**config.mk**
```make
export PLATFORM = sky130hd
export DESIGN_NAME = piu_top
export DESIGN_NICKNAME = d
export VERILOG_FILES = /design/src/rtl/piu_pkg.sv /design/src/rtl/piu_top.sv
export VERILOG_INCLUDE_DIRS = /design/src /design/src/rtl
export SDC_FILE = /design/constraint.sdc
export NUM_CORES = 1
export LEC_CHECK = 0
export BUFFER_PORTS_ARGS = -buffer_cell sky130_fd_sc_hd__buf_2
export CAP_MARGIN = 25
export CORE_ASPECT_RATIO = 0.6
export CORE_MARGIN = 8
export CORE_UTILIZATION = 54
export DETAILED_ROUTE_END_ITERATION = 10
export GPL_TIMING_DRIVEN = 0
export PLACE_DENSITY = 0.77
export SETUP_SLACK_MARGIN = 0.1
export SYNTH_ARGS = -nofsm -noshare
export SYNTH_HDL_FRONTEND = slang
export SYNTH_SLANG_ARGS = --single-unit
export TNS_END_PERCENT = 100
```
**constraint.sdc**
```tcl
create_clock -name hclk -period 2.2 [get_ports hclk]
set_input_delay 0.33 -clock hclk [delete_from_list [all_inputs] [get_ports hclk]]
set_output_delay 0.33 -clock hclk [all_outputs]
set_load 0.05 [all_outputs]
```
**src/rtl/piu_regs.svh**
```systemverilog
// Register indices, field positions, reset values and counts of the pin interrupt unit
`ifndef PIU_REGS_SVH
`define PIU_REGS_SVH

// Register indices; byte address is four times the index
`define PIU_IDX_CTRL 8'h00
`define PIU_IDX_SYNC_STATE 8'h01
`define PIU_IDX_NMI_CTRL 8'h02
`define PIU_IDX_NMI_FLAG 8'h03
`define PIU_IDX_LINE_EVENT_CONTROL 8'h04
`define PIU_IDX_IEN_CLR 8'h08
`define PIU_IDX_IEN_SET 8'h0C
`define PIU_IDX_FLAG 8'h10
`define PIU_IDX_CFG0 8'h18
`define PIU_IDX_CFG1 8'h1C
`define PIU_IDX_CFG2 8'h20
`define PIU_IDX_CST 8'h28
`define PIU_IDX_CST_CLR 8'h29
`define PIU_IDX_CST_EN 8'h2A

// Field positions
`define PIU_CTRL_SOFT_RESET_BIT 0
`define PIU_CTRL_ENABLE 1
`define PIU_SYNC_PENDING 7
`define PIU_NMI_FILTER 3
`define PIU_NMI_FLAG_BIT 0
`define PIU_CST_SYNC_DONE 0
`define PIU_CST_NMI_SEEN 1

// Reset values
`define PIU_RST_BYTE 8'h00
`define PIU_RST_WORD 32'h00000000

// Default synchronization delay in hclk cycles, and its upper bound
`define PIU_SYNC_CYCLES_DEF 4
`define PIU_SYNC_CYCLES_MAX 32

`endif

```
**src/rtl/piu_pkg.sv**
```systemverilog
// Types shared by the pin interrupt unit
package piu_pkg;

    // Trigger select codes for every input
    typedef enum logic [2:0] {
        PIU_SENSE_NONE = 3'h0,
        PIU_SENSE_RISE = 3'h1,
        PIU_SENSE_FALL = 3'h2,
        PIU_SENSE_BOTH = 3'h3,
        PIU_SENSE_HIGH = 3'h4,
        PIU_SENSE_LOW = 3'h5
    } piu_sense_t;

    // Synchronization sequencer, Gray coded along idle, run, end
    typedef enum logic [1:0] {
        PIU_SY_IDLE = 2'b00,
        PIU_SY_RUN = 2'b01,
        PIU_SY_END = 2'b11
    } piu_sync_t;

endpackage

```
**src/rtl/piu_top.sv**
```systemverilog
// Pin interrupt unit: AHB-Lite registers, edge and level detection, interrupts and events
//
// Decided for this implementation: the AHB-Lite register port.
`timescale 1ns/1ps
`default_nettype none
`include "piu_regs.svh"

module piu_top #(
    parameter int LINES = 18,
    parameter int SYNC_CYCLES = `PIU_SYNC_CYCLES_DEF
) (
    input wire logic hclk,
    input wire logic hresetn,
    input wire logic hsel,
    input wire logic [31:0] haddr,
    input wire logic [1:0] htrans,
    input wire logic hwrite,
    input wire logic [2:0] hsize,
    input wire logic [31:0] hwdata,
    input wire logic hready,
    output logic [31:0] hrdata,
    output logic hreadyout,
    output logic hresp,
    input wire logic [LINES-1:0] line_pin,
    input wire logic nmi_pin,
    output logic line_irq,
    output logic nmi_irq,
    output logic [LINES-1:0] line_event_out,
    output logic ctl_irq
);

    localparam int PINS = LINES + 1;
    localparam int NMI = LINES;

    // ****************************************
    // Elaboration checks
    // ****************************************
    initial begin
        if (LINES < 1 || LINES > 24) begin
            $error("LINES must lie in 1..24, three config words serve 24 lines");
        end
        if (SYNC_CYCLES < 1 || SYNC_CYCLES > `PIU_SYNC_CYCLES_MAX) begin
            $error("SYNC_CYCLES must lie in 1..32");
        end
    end

    // ****************************************
    // Helper functions
    // ****************************************
    function automatic logic [31:0] lane_mask(input logic [2:0] size, input logic [1:0] low);
        logic [3:0] be;
        be = 4'hF;
        if (size == 3'h0) begin
            be = 4'h1 << low;
        end else if (size == 3'h1) begin
            be = low[1] ? 4'hC : 4'h3;
        end
        return {{8{be[3]}}, {8{be[2]}}, {8{be[1]}}, {8{be[0]}}};
    endfunction

    // Detection against one trigger select code; reserved codes detect nothing
    function automatic logic sense_hit(input logic [2:0] sel, input logic now, input logic prev);
        case (sel)
            piu_pkg::PIU_SENSE_RISE: return now & ~prev;
            piu_pkg::PIU_SENSE_FALL: return ~now & prev;
            piu_pkg::PIU_SENSE_BOTH: return now ^ prev;
            piu_pkg::PIU_SENSE_HIGH: return now;
            piu_pkg::PIU_SENSE_LOW: return ~now;
            default: return 1'b0;
        endcase
    endfunction

    function automatic logic majority(input logic [2:0] s);
        return (s[0] & s[1]) | (s[1] & s[2]) | (s[0] & s[2]);
    endfunction

    // ****************************************
    // State declarations
    // ****************************************
    logic dp_valid;
    logic dp_write;
    logic [7:0] dp_idx;
    logic [31:0] dp_mask;
    piu_pkg::piu_sync_t sy_state;
    logic [5:0] sy_cnt;
    logic soft_reset_bit_busy;
    logic enable_req;
    logic enable_eff;
    logic [3:0] nmi_ctrl;
    logic nmi_flag;
    logic [LINES-1:0] line_event_control;
    logic [LINES-1:0] inten;
    logic [LINES-1:0] line_flag_reg;
    logic [31:0] cfg [3];
    logic [1:0] cst;
    logic [1:0] cst_en;
    logic [2:0] hist [PINS];
    logic [PINS-1:0] level_prev;
    logic [PINS-1:0] level_now;
    logic [PINS-1:0] hit;
    logic accept;
    logic [7:0] a_idx;
    logic wr_commit;
    logic [31:0] wd;
    logic wr_ctrl;
    logic soft_rst;
    logic sync_pending;
    logic sync_done;
    logic [31:0] next_rdata;

    // ****************************************
    // Bus decode
    // ****************************************
    assign accept = hsel & htrans[1] & hready;
    assign a_idx = haddr[9:2];
    assign wr_commit = dp_valid & dp_write & hreadyout;
    assign wd = hwdata & dp_mask;
    assign wr_ctrl = wr_commit && dp_idx == `PIU_IDX_CTRL;
    assign sync_pending = sy_state != piu_pkg::PIU_SY_IDLE;
    assign sync_done = sy_state == piu_pkg::PIU_SY_END;
    assign soft_rst = sync_done & soft_reset_bit_busy;

    // Data phase capture; reads take one wait so that they see every earlier write
    always_ff @(posedge hclk or negedge hresetn) begin
        if (!hresetn) begin
            dp_valid <= 1'b0;
            dp_write <= 1'b0;
            dp_idx <= `PIU_RST_BYTE;
            dp_mask <= `PIU_RST_WORD;
        end else if (accept) begin
            dp_valid <= 1'b1;
            dp_write <= hwrite;
            dp_idx <= a_idx;
            dp_mask <= lane_mask(hsize, haddr[1:0]);
        end else if (hreadyout) begin
            dp_valid <= 1'b0;
        end
    end

    // Wait states: a read waits one cycle, a control write waits out a running sync
    always_ff @(posedge hclk or negedge hresetn) begin
        if (!hresetn) begin
            hreadyout <= 1'b1;
        end else if (accept && !hwrite) begin
            hreadyout <= 1'b0;
        end else if (accept && a_idx == `PIU_IDX_CTRL && (sync_pending || wr_ctrl)) begin
            hreadyout <= 1'b0;
        end else if (dp_valid && !hreadyout && (!dp_write || !sync_pending || sync_done)) begin
            hreadyout <= 1'b1;
        end
    end

    // Every response is OKAY; unmapped reads give zero and unmapped writes vanish
    always_ff @(posedge hclk or negedge hresetn) begin
        if (!hresetn) begin
            hresp <= 1'b0;
        end else begin
            hresp <= 1'b0;
        end
    end

    // Read multiplexer; narrower registers sit in the low bits, except the sync pending flag at bit 7
    always_comb begin
        next_rdata = `PIU_RST_WORD;
        case (dp_idx)
            `PIU_IDX_CTRL: begin
                next_rdata[`PIU_CTRL_SOFT_RESET_BIT] = soft_reset_bit_busy;
                next_rdata[`PIU_CTRL_ENABLE] = enable_req;
            end
            `PIU_IDX_SYNC_STATE: next_rdata[`PIU_SYNC_PENDING] = sync_pending;
            `PIU_IDX_NMI_CTRL: next_rdata[3:0] = nmi_ctrl;
            `PIU_IDX_NMI_FLAG: next_rdata[`PIU_NMI_FLAG_BIT] = nmi_flag;
            `PIU_IDX_LINE_EVENT_CONTROL: next_rdata[LINES-1:0] = line_event_control;
            `PIU_IDX_IEN_CLR: next_rdata[LINES-1:0] = inten;
            `PIU_IDX_IEN_SET: next_rdata[LINES-1:0] = inten;
            `PIU_IDX_FLAG: next_rdata[LINES-1:0] = line_flag_reg;
            `PIU_IDX_CFG0: next_rdata = cfg[0];
            `PIU_IDX_CFG1: next_rdata = cfg[1];
            `PIU_IDX_CFG2: next_rdata = cfg[2];
            `PIU_IDX_CST: next_rdata[1:0] = cst;
            `PIU_IDX_CST_EN: next_rdata[1:0] = cst_en;
            default: next_rdata = `PIU_RST_WORD;
        endcase
    end

    always_ff @(posedge hclk or negedge hresetn) begin
        if (!hresetn) begin
            hrdata <= `PIU_RST_WORD;
        end else if (dp_valid && !dp_write && !hreadyout) begin
            hrdata <= next_rdata;
        end
    end

    // ****************************************
    // Control and synchronization
    // ****************************************
    // Enable reads back at once but only takes effect when the sync ends
    always_ff @(posedge hclk or negedge hresetn) begin
        if (!hresetn) begin
            soft_reset_bit_busy <= 1'b0;
            enable_req <= 1'b0;
            enable_eff <= 1'b0;
        end else begin
            if (soft_rst) begin
                soft_reset_bit_busy <= 1'b0;
                enable_req <= 1'b0;
                enable_eff <= 1'b0;
            end else if (sync_done) begin
                enable_eff <= enable_req;
            end
            if (wr_ctrl && dp_mask[`PIU_CTRL_SOFT_RESET_BIT]) begin
                if (wd[`PIU_CTRL_SOFT_RESET_BIT]) begin
                    soft_reset_bit_busy <= 1'b1;
                end else if (dp_mask[`PIU_CTRL_ENABLE]) begin
                    enable_req <= wd[`PIU_CTRL_ENABLE];
                end
            end else if (wr_ctrl && dp_mask[`PIU_CTRL_ENABLE]) begin
                enable_req <= wd[`PIU_CTRL_ENABLE];
            end
        end
    end

    // Sequencer standing in for the crossing into the peripheral domain
    always_ff @(posedge hclk or negedge hresetn) begin
        if (!hresetn) begin
            sy_state <= piu_pkg::PIU_SY_IDLE;
            sy_cnt <= 6'h00;
        end else begin
            case (sy_state)
                piu_pkg::PIU_SY_IDLE: begin
                    if (wr_ctrl && dp_mask[1:0] != 2'h0) begin
                        sy_state <= (SYNC_CYCLES == 1) ? piu_pkg::PIU_SY_END
                                                       : piu_pkg::PIU_SY_RUN;
                        sy_cnt <= 6'(SYNC_CYCLES - 1);
                    end
                end
                piu_pkg::PIU_SY_RUN: begin
                    sy_cnt <= sy_cnt - 6'h01;
                    if (sy_cnt == 6'h01) begin
                        sy_state <= piu_pkg::PIU_SY_END;
                    end
                end
                piu_pkg::PIU_SY_END: sy_state <= piu_pkg::PIU_SY_IDLE;
                default: sy_state <= piu_pkg::PIU_SY_IDLE;
            endcase
        end
    end

    // ****************************************
    // Configuration registers
    // ****************************************
    always_ff @(posedge hclk or negedge hresetn) begin
        if (!hresetn) begin
            nmi_ctrl <= 4'h0;
            line_event_control <= '0;
            cfg[0] <= `PIU_RST_WORD;
            cfg[1] <= `PIU_RST_WORD;
            cfg[2] <= `PIU_RST_WORD;
            cst_en <= 2'h0;
        end else if (soft_rst) begin
            nmi_ctrl <= 4'h0;
            line_event_control <= '0;
            cfg[0] <= `PIU_RST_WORD;
            cfg[1] <= `PIU_RST_WORD;
            cfg[2] <= `PIU_RST_WORD;
            cst_en <= 2'h0;
        end else if (wr_commit) begin
            case (dp_idx)
                `PIU_IDX_NMI_CTRL: nmi_ctrl <= (nmi_ctrl & ~dp_mask[3:0]) | wd[3:0];
                `PIU_IDX_LINE_EVENT_CONTROL:
                    line_event_control <= (line_event_control & ~dp_mask[LINES-1:0]) | wd[LINES-1:0];
                `PIU_IDX_CFG0: cfg[0] <= (cfg[0] & ~dp_mask) | wd;
                `PIU_IDX_CFG1: cfg[1] <= (cfg[1] & ~dp_mask) | wd;
                `PIU_IDX_CFG2: cfg[2] <= (cfg[2] & ~dp_mask) | wd;
                `PIU_IDX_CST_EN: cst_en <= (cst_en & ~dp_mask[1:0]) | wd[1:0];
                default: ;
            endcase
        end
    end

    // Shared enable state behind the set and clear views
    always_ff @(posedge hclk or negedge hresetn) begin
        if (!hresetn) begin
            inten <= '0;
        end else if (soft_rst) begin
            inten <= '0;
        end else if (wr_commit && dp_idx == `PIU_IDX_IEN_CLR) begin
            inten <= inten & ~wd[LINES-1:0];
        end else if (wr_commit && dp_idx == `PIU_IDX_IEN_SET) begin
            inten <= inten | wd[LINES-1:0];
        end
    end

    // ****************************************
    // Input filtering and detection
    // ****************************************
    // Majority of three samples; costs one cycle of latency when on
    always_ff @(posedge hclk or negedge hresetn) begin
        if (!hresetn) begin
            for (int i = 0; i < PINS; i++) begin
                hist[i] <= 3'h0;
            end
            level_prev <= '0;
        end else begin
            for (int i = 0; i < LINES; i++) begin
                hist[i] <= {hist[i][1:0], line_pin[i]};
            end
            hist[NMI] <= {hist[NMI][1:0], nmi_pin};
            level_prev <= level_now;
        end
    end

    // Lines follow the config words and unit enable; the nonmaskable input is always live
    always_comb begin
        logic [3:0] nib;
        nib = 4'h0;
        for (int i = 0; i < PINS; i++) begin
            if (i == NMI) begin
                nib = nmi_ctrl;
            end else begin
                nib = cfg[i / 8][(i % 8) * 4 +: 4];
            end
            level_now[i] = nib[`PIU_NMI_FILTER] ? majority(hist[i]) : hist[i][0];
            hit[i] = sense_hit(nib[2:0], level_now[i], level_prev[i])
                     & (enable_eff | (i == NMI));
        end
    end

    // ****************************************
    // Flags, requests and events
    // ****************************************
    // A detection in the same cycle as a clearing write wins
    always_ff @(posedge hclk or negedge hresetn) begin
        if (!hresetn) begin
            line_flag_reg <= '0;
            nmi_flag <= 1'b0;
        end else if (soft_rst) begin
            line_flag_reg <= '0;
            nmi_flag <= 1'b0;
        end else begin
            if (wr_commit && dp_idx == `PIU_IDX_FLAG) begin
                line_flag_reg <= (line_flag_reg & ~wd[LINES-1:0]) | hit[LINES-1:0];
            end else begin
                line_flag_reg <= line_flag_reg | hit[LINES-1:0];
            end
            if (wr_commit && dp_idx == `PIU_IDX_NMI_FLAG) begin
                nmi_flag <= (nmi_flag & ~wd[`PIU_NMI_FLAG_BIT]) | hit[NMI];
            end else begin
                nmi_flag <= nmi_flag | hit[NMI];
            end
        end
    end

    // Control events: sync finished and nonmaskable detection, cleared by write-one
    always_ff @(posedge hclk or negedge hresetn) begin
        if (!hresetn) begin
            cst <= 2'h0;
        end else begin
            cst[`PIU_CST_SYNC_DONE] <= (cst[`PIU_CST_SYNC_DONE] & ~(wr_commit
                && dp_idx == `PIU_IDX_CST_CLR && wd[`PIU_CST_SYNC_DONE])) | sync_done;
            cst[`PIU_CST_NMI_SEEN] <= (cst[`PIU_CST_NMI_SEEN] & ~(wr_commit
                && dp_idx == `PIU_IDX_CST_CLR && wd[`PIU_CST_NMI_SEEN])) | hit[NMI];
        end
    end

    // Registered request and event outputs
    always_ff @(posedge hclk or negedge hresetn) begin
        if (!hresetn) begin
            line_irq <= 1'b0;
            nmi_irq <= 1'b0;
            ctl_irq <= 1'b0;
            line_event_out <= '0;
        end else begin
            line_irq <= |(line_flag_reg & inten);
            nmi_irq <= nmi_flag;
            ctl_irq <= |(cst & cst_en);
            line_event_out <= hit[LINES-1:0] & line_event_control;
        end
    end

    // ****************************************
    // Assertions and covers
    // ****************************************
    localparam int SYNC_BOUND = 40;
endmodule

`default_nettype wire

```
==> report_table.html <==
<table>
<tr><th>Metric</th><th>Value</th></tr>
<tr><th colspan="2">Layout</th></tr>
<tr><td>Antenna diode count</td><td>0</td></tr>
<tr><td>Layout Cell Area excl Fill</td><td>0.0202 mm^2</td></tr>
<tr><td>Regs by FF count</td><td>cfg: 96 flops, hist: 57 flops, hrdata: 32 flops</td></tr>
<tr><td>Fraction of layout instances using a drive strength above 1</td><td>0.324</td></tr>
<tr><td>Register area</td><td>0.00787 mm^2</td></tr>
<tr><td>Share of the core filled with cells</td><td>0.732</td></tr>
<tr><td>Leading cell type in the layout, fill and taps excluded</td><td>sky130_fd_sc_hd__dfrtp_1</td></tr>
<tr><td>Post-layout instance count excluding filler cells</td><td>2162</td></tr>
<tr><td>Area Growth Syn to Fin</td><td>33.2%</td></tr>
<tr><td>Reg with most FFs</td><td>cfg</td></tr>
<tr><td>Net total in the final layout</td><td>1908</td></tr>
<tr><td>Number of filler instances in the final layout</td><td>1809</td></tr>
<tr><td>Area of the multi-input gates</td><td>0.00812 mm^2</td></tr>
<tr><td>Largest register FFs</td><td>96</td></tr>
<tr><td>Commonest cells after routing, fill and taps aside</td><td>sky130_fd_sc_hd__dfrtp_1 (305), sky130_fd_sc_hd__nor2_1 (142), sky130_fd_sc_hd__buf_2 (126)</td></tr>
<tr><th colspan="2">Critical path</th></tr>
<tr><td>Critical path class</td><td>register to register</td></tr>
<tr><td>CP required</td><td>2.73 ns</td></tr>
<tr><td>Critical path endpoint category</td><td>register</td></tr>
<tr><td>Source of the critical timing path</td><td>dp_idx[5]$_DFFE_PN0P_</td></tr>
<tr><td>Launching point of the worst reg2reg path</td><td>dp_idx[5]$_DFFE_PN0P_</td></tr>
<tr><td>Worst-path fanout max</td><td>4</td></tr>
<tr><td>Critical Path Source Type</td><td>register</td></tr>
<tr><td>Crit path arrival time</td><td>2.98 ns</td></tr>
<tr><th colspan="2">Floorplanning</th></tr>
<tr><td>Top Ports</td><td>148</td></tr>
<tr><td>Overall die area</td><td>0.0339 mm^2</td></tr>
<tr><td># rows</td><td>47</td></tr>
<tr><td>Die Wd</td><td>232 um</td></tr>
<tr><td>Initial core utilization</td><td>0.550</td></tr>
<tr><td>Core area</td><td>0.0276 mm^2</td></tr>
<tr><td>Height of the die</td><td>146 um</td></tr>
<tr><th colspan="2">Power</th></tr>
<tr><td>Static leakage</td><td>9.24 nW</td></tr>
<tr><td>Int Power</td><td>10.1 mW</td></tr>
<tr><td>Total power of the final layout</td><td>15.1 mW</td></tr>
<tr><td>Fraction of power spent switching nets</td><td>0.328</td></tr>
<tr><td>Share of total power in the clock network</td><td>0.341</td></tr>
<tr><td>Relative contribution of sequential cells to total power</td><td>0.438</td></tr>
<tr><td>Maximum ir drop on the vdd rail</td><td>0.844 mV</td></tr>
<tr><td>Net switching component of the power</td><td>4.95 mW</td></tr>
<tr><td>Combinational share of power</td><td>0.220</td></tr>
<tr><td>Total power density per cell area</td><td>747 mW/mm^2</td></tr>
<tr><th colspan="2">Timing</th></tr>
<tr><td>Final worst-path cycle share</td><td>1.11</td></tr>
<tr><td>PnR worst setup slack</td><td>-0.250 ns</td></tr>
<tr><td>Number of max-slew violations in the final report</td><td>0</td></tr>
<tr><td>Worst slew slack as a fraction of its limit</td><td>0.299</td></tr>
<tr><td>Final period demand of the worst path</td><td>2.45 ns</td></tr>
<tr><td>Final setup violating endpoints</td><td>67</td></tr>
<tr><td>Summed negative setup slack over all endpoints</td><td>-5.79 ns</td></tr>
<tr><td>Worst-Margin Slew</td><td>1.05 ns</td></tr>
<tr><td>Tightest hold margin</td><td>-0.000280 ns</td></tr>
<tr><td>Highest clock frequency the design can meet</td><td>0.408 GHz</td></tr>
<tr><td>Setup repair after global routing missed its margin</td><td>yes</td></tr>
<tr><td>Hold Violations, Final</td><td>1</td></tr>
<tr><td>Worst setup skew after layout</td><td>0.0208 ns</td></tr>
<tr><th colspan="2">Detailed routing</th></tr>
<tr><td>Final Routed Wirelength</td><td>57200 um</td></tr>
<tr><td>Initial DRC Count</td><td>2105</td></tr>
<tr><td>DRC viols</td><td>0</td></tr>
<tr><td>Detail Route Antenna Nets</td><td>0</td></tr>
<tr><td>Number of detailed-routing iterations run before antenna repair</td><td>8</td></tr>
<tr><td>Via density per instance</td><td>6.59</td></tr>
<tr><td>Average wire per cell in the routed design</td><td>26.5 um</td></tr>
<tr><td>Total vias in the final route</td><td>14200</td></tr>
<tr><th colspan="2">Placed design</th></tr>
<tr><td>HPWL after detailed placement</td><td>36900 um</td></tr>
<tr><td>Placed instance count</td><td>2004</td></tr>
<tr><td>Worst setup slack before clock tree synthesis</td><td>-1.49 ns</td></tr>
<tr><td>GPL Wtd Cong</td><td>1.01</td></tr>
<tr><td>PortBufs</td><td>121</td></tr>
<tr><td>Area after DPL</td><td>0.0164 mm^2</td></tr>
<tr><th colspan="2">Worst hold path</th></tr>
<tr><td>Source of the worst hold timing path</td><td>hwdata[29]</td></tr>
<tr><td>Min-delay worst type</td><td>input port to register</td></tr>
<tr><th colspan="2">Status</th></tr>
<tr><td>Failing checks</td><td>negative hold slack, negative setup slack</td></tr>
<tr><td>Outcome</td><td>complete, but fails checks</td></tr>
<tr><th colspan="2">Global route</th></tr>
<tr><td>Global route total overflow</td><td>0</td></tr>
<tr><td>Largest net degree at the start of global routing</td><td>123</td></tr>
<tr><td>Global routing usage summed across all routing layers</td><td>0.313</td></tr>
<tr><td>Vias in the first global route</td><td>13500</td></tr>
<tr><td>Antenna violations before repair</td><td>0</td></tr>
<tr><td>Wire length of the first global-routing pass</td><td>82000 um</td></tr>
<tr><th colspan="2">Job</th></tr>
<tr><td>Maximum capacitance violations</td><td>0</td></tr>
<tr><th colspan="2">Clocking</th></tr>
<tr><td>H-tree depth</td><td>1</td></tr>
<tr><td>Maximum buffer depth of the clock tree</td><td>3</td></tr>
<tr><td>Clock-pin transition on the worst setup and hold timing paths</td><td>0.07 ns</td></tr>
<tr><td>Clock tree from TritonCTS</td><td>built</td></tr>
<tr><td>Inserted Clock Buffers</td><td>28</td></tr>
<tr><td>Clock network latency to the later pin of the worst-skew pair</td><td>0.59 ns</td></tr>
<tr><td>CTS Sinks</td><td>314</td></tr>
<tr><td>Root Driver</td><td>sky130_fd_sc_hd__clkbuf_16</td></tr>
<tr><th colspan="2">Logic synthesis</th></tr>
<tr><td>Post-Synthesis Cell Area</td><td>0.0152 mm^2</td></tr>
<tr><td>Post-synthesis cell type count</td><td>73</td></tr>
<tr><td>Share of async-settable or async-resettable flops after synthesis</td><td>1.00</td></tr>
<tr><td>Synth Net Count</td><td>1640</td></tr>
<tr><td>Syn Inst Count</td><td>1507</td></tr>
<tr><td>Number of enable flip-flop cells after synthesis</td><td>0</td></tr>
<tr><td>Number of warnings issued by yosys</td><td>0</td></tr>
<tr><td>Fraction of the yosys area taken by sequential cells</td><td>0.518</td></tr>
<tr><td>Top_reg_cell synth</td><td>sky130_fd_sc_hd__dfrtp_1</td></tr>
<tr><td>Number of register bits inferred by synthesis</td><td>314</td></tr>
<tr><td>Average footprint of a synthesized cell</td><td>10.1 um^2</td></tr>
</table>
layer usage:
layer,track usage,wire length [um]
met4,0.0966,2510
met1,0.454,22500
met3,0.118,8890
met5,0,0
met2,0.426,23400
critical path, stage by stage (launching register included):
cell	delay [ns]
sky130_fd_sc_hd__dfrtp_1	0.37
sky130_fd_sc_hd__clkbuf_8	0.15
sky130_fd_sc_hd__or4_4	0.50
sky130_fd_sc_hd__buf_6	0.14
sky130_fd_sc_hd__nor3_4	0.19
sky130_fd_sc_hd__buf_6	0.18
sky130_fd_sc_hd__buf_4	0.12
sky130_fd_sc_hd__buf_6	0.12
sky130_fd_sc_hd__a31oi_2	0.09
sky130_fd_sc_hd__o211ai_1	0.34
sky130_fd_sc_hd__a22o_1	0.19
what timing repair did:
item | in CTS | in global routing
hold buffers | 20 | 0
setup buffers | 60 | 32
cloned | 1 | 0
hold endpoints to repair | 119 | 0
resized for setup | 269 | 213
setup endpoints to repair | 221 | 215
pin swaps | 100 | 110
kinds of logic after synthesis:
kind of cell | after synthesis | synth area share
DFF | 314 | 0.518
muxes | 127 | 0.0867
AOI/OAI and AO/OA | 357 | 0.154
buffers and inverters | 158 | 0.0405
adders and majority gates | 40 | 0.0330
and+or+nand+nor | 503 | 0.163
xor gates and xnor gates | 7 | 0.00404
other | 1 | 0.000247
final timing paths:
kind	end	slack, ns	cells past startpoint
max reg2reg	hrdata[15]$_DFFE_PN0P_	-0.25	10
min in group asynchronous	hrdata[15]$_DFFE_PN0P_	0.34	2
max	hrdata[15]$_DFFE_PN0P_	-0.25	10
min reg2reg	hist[5]$_DFF_PN0_	0.39	0
min	cfg[61]$_DFFE_PN0P_	-0.0003	3
max in group asynchronous	hist[15]$_DFF_PN0_	0.75	3
power groups by stage:
| stage | Clock (mW) | Sequential (mW) | Combinational (mW) |
|---|---|---|---|
| 2_1_floorplan | 0 | 7.14 | 1.11 |
| 3_3_place_gp | 0 | 6.62 | 2.50 |
| 3_5_place_dp | 0 | 6.64 | 2.57 |
| 4_1_cts | 5.11 | 6.56 | 2.97 |
| 5_1_grt | 5.34 | 6.66 | 3.49 |
| 6_report | 5.15 | 6.61 | 3.32 |
Yosys cell counts, types with 14 or more instances:
cell type,instances,area share
sky130_fd_sc_hd__dfrtp_1,313,0.52
sky130_fd_sc_hd__nor2_1,162,0.040
sky130_fd_sc_hd__nand2_1,137,0.034
sky130_fd_sc_hd__a21oi_1,109,0.036
sky130_fd_sc_hd__mux2i_1,92,0.061
sky130_fd_sc_hd__inv_1,75,0.019
sky130_fd_sc_hd__o21ai_0,72,0.024
sky130_fd_sc_hd__clkbuf_1,61,0.015
sky130_fd_sc_hd__nand3_1,50,0.017
sky130_fd_sc_hd__ha_1,40,0.033
sky130_fd_sc_hd__mux2_2,35,0.026
sky130_fd_sc_hd__nand2b_1,25,0.010
sky130_fd_sc_hd__a22o_1,23,0.013
sky130_fd_sc_hd__a22oi_1,22,0.011
sky130_fd_sc_hd__a221oi_1,18,0.010
sky130_fd_sc_hd__a31oi_1,16,0.0066
sky130_fd_sc_hd__and2_1,15,0.0062
sky130_fd_sc_hd__nor4_1,15,0.0062
sky130_fd_sc_hd__buf_2,14,0.0046
final cells by class:
type	count	share of cell area
timing repair buffer	240	0.0944
multi-input combinational	1035	0.402
inverter	75	0.0139
clock buffer	40	0.0405
buffer	81	0.0312
sequential	314	0.390
clock inverter	10	0.00508
tap	367	0.0227
No activity file was read; power rests on OpenSTA's default activity.
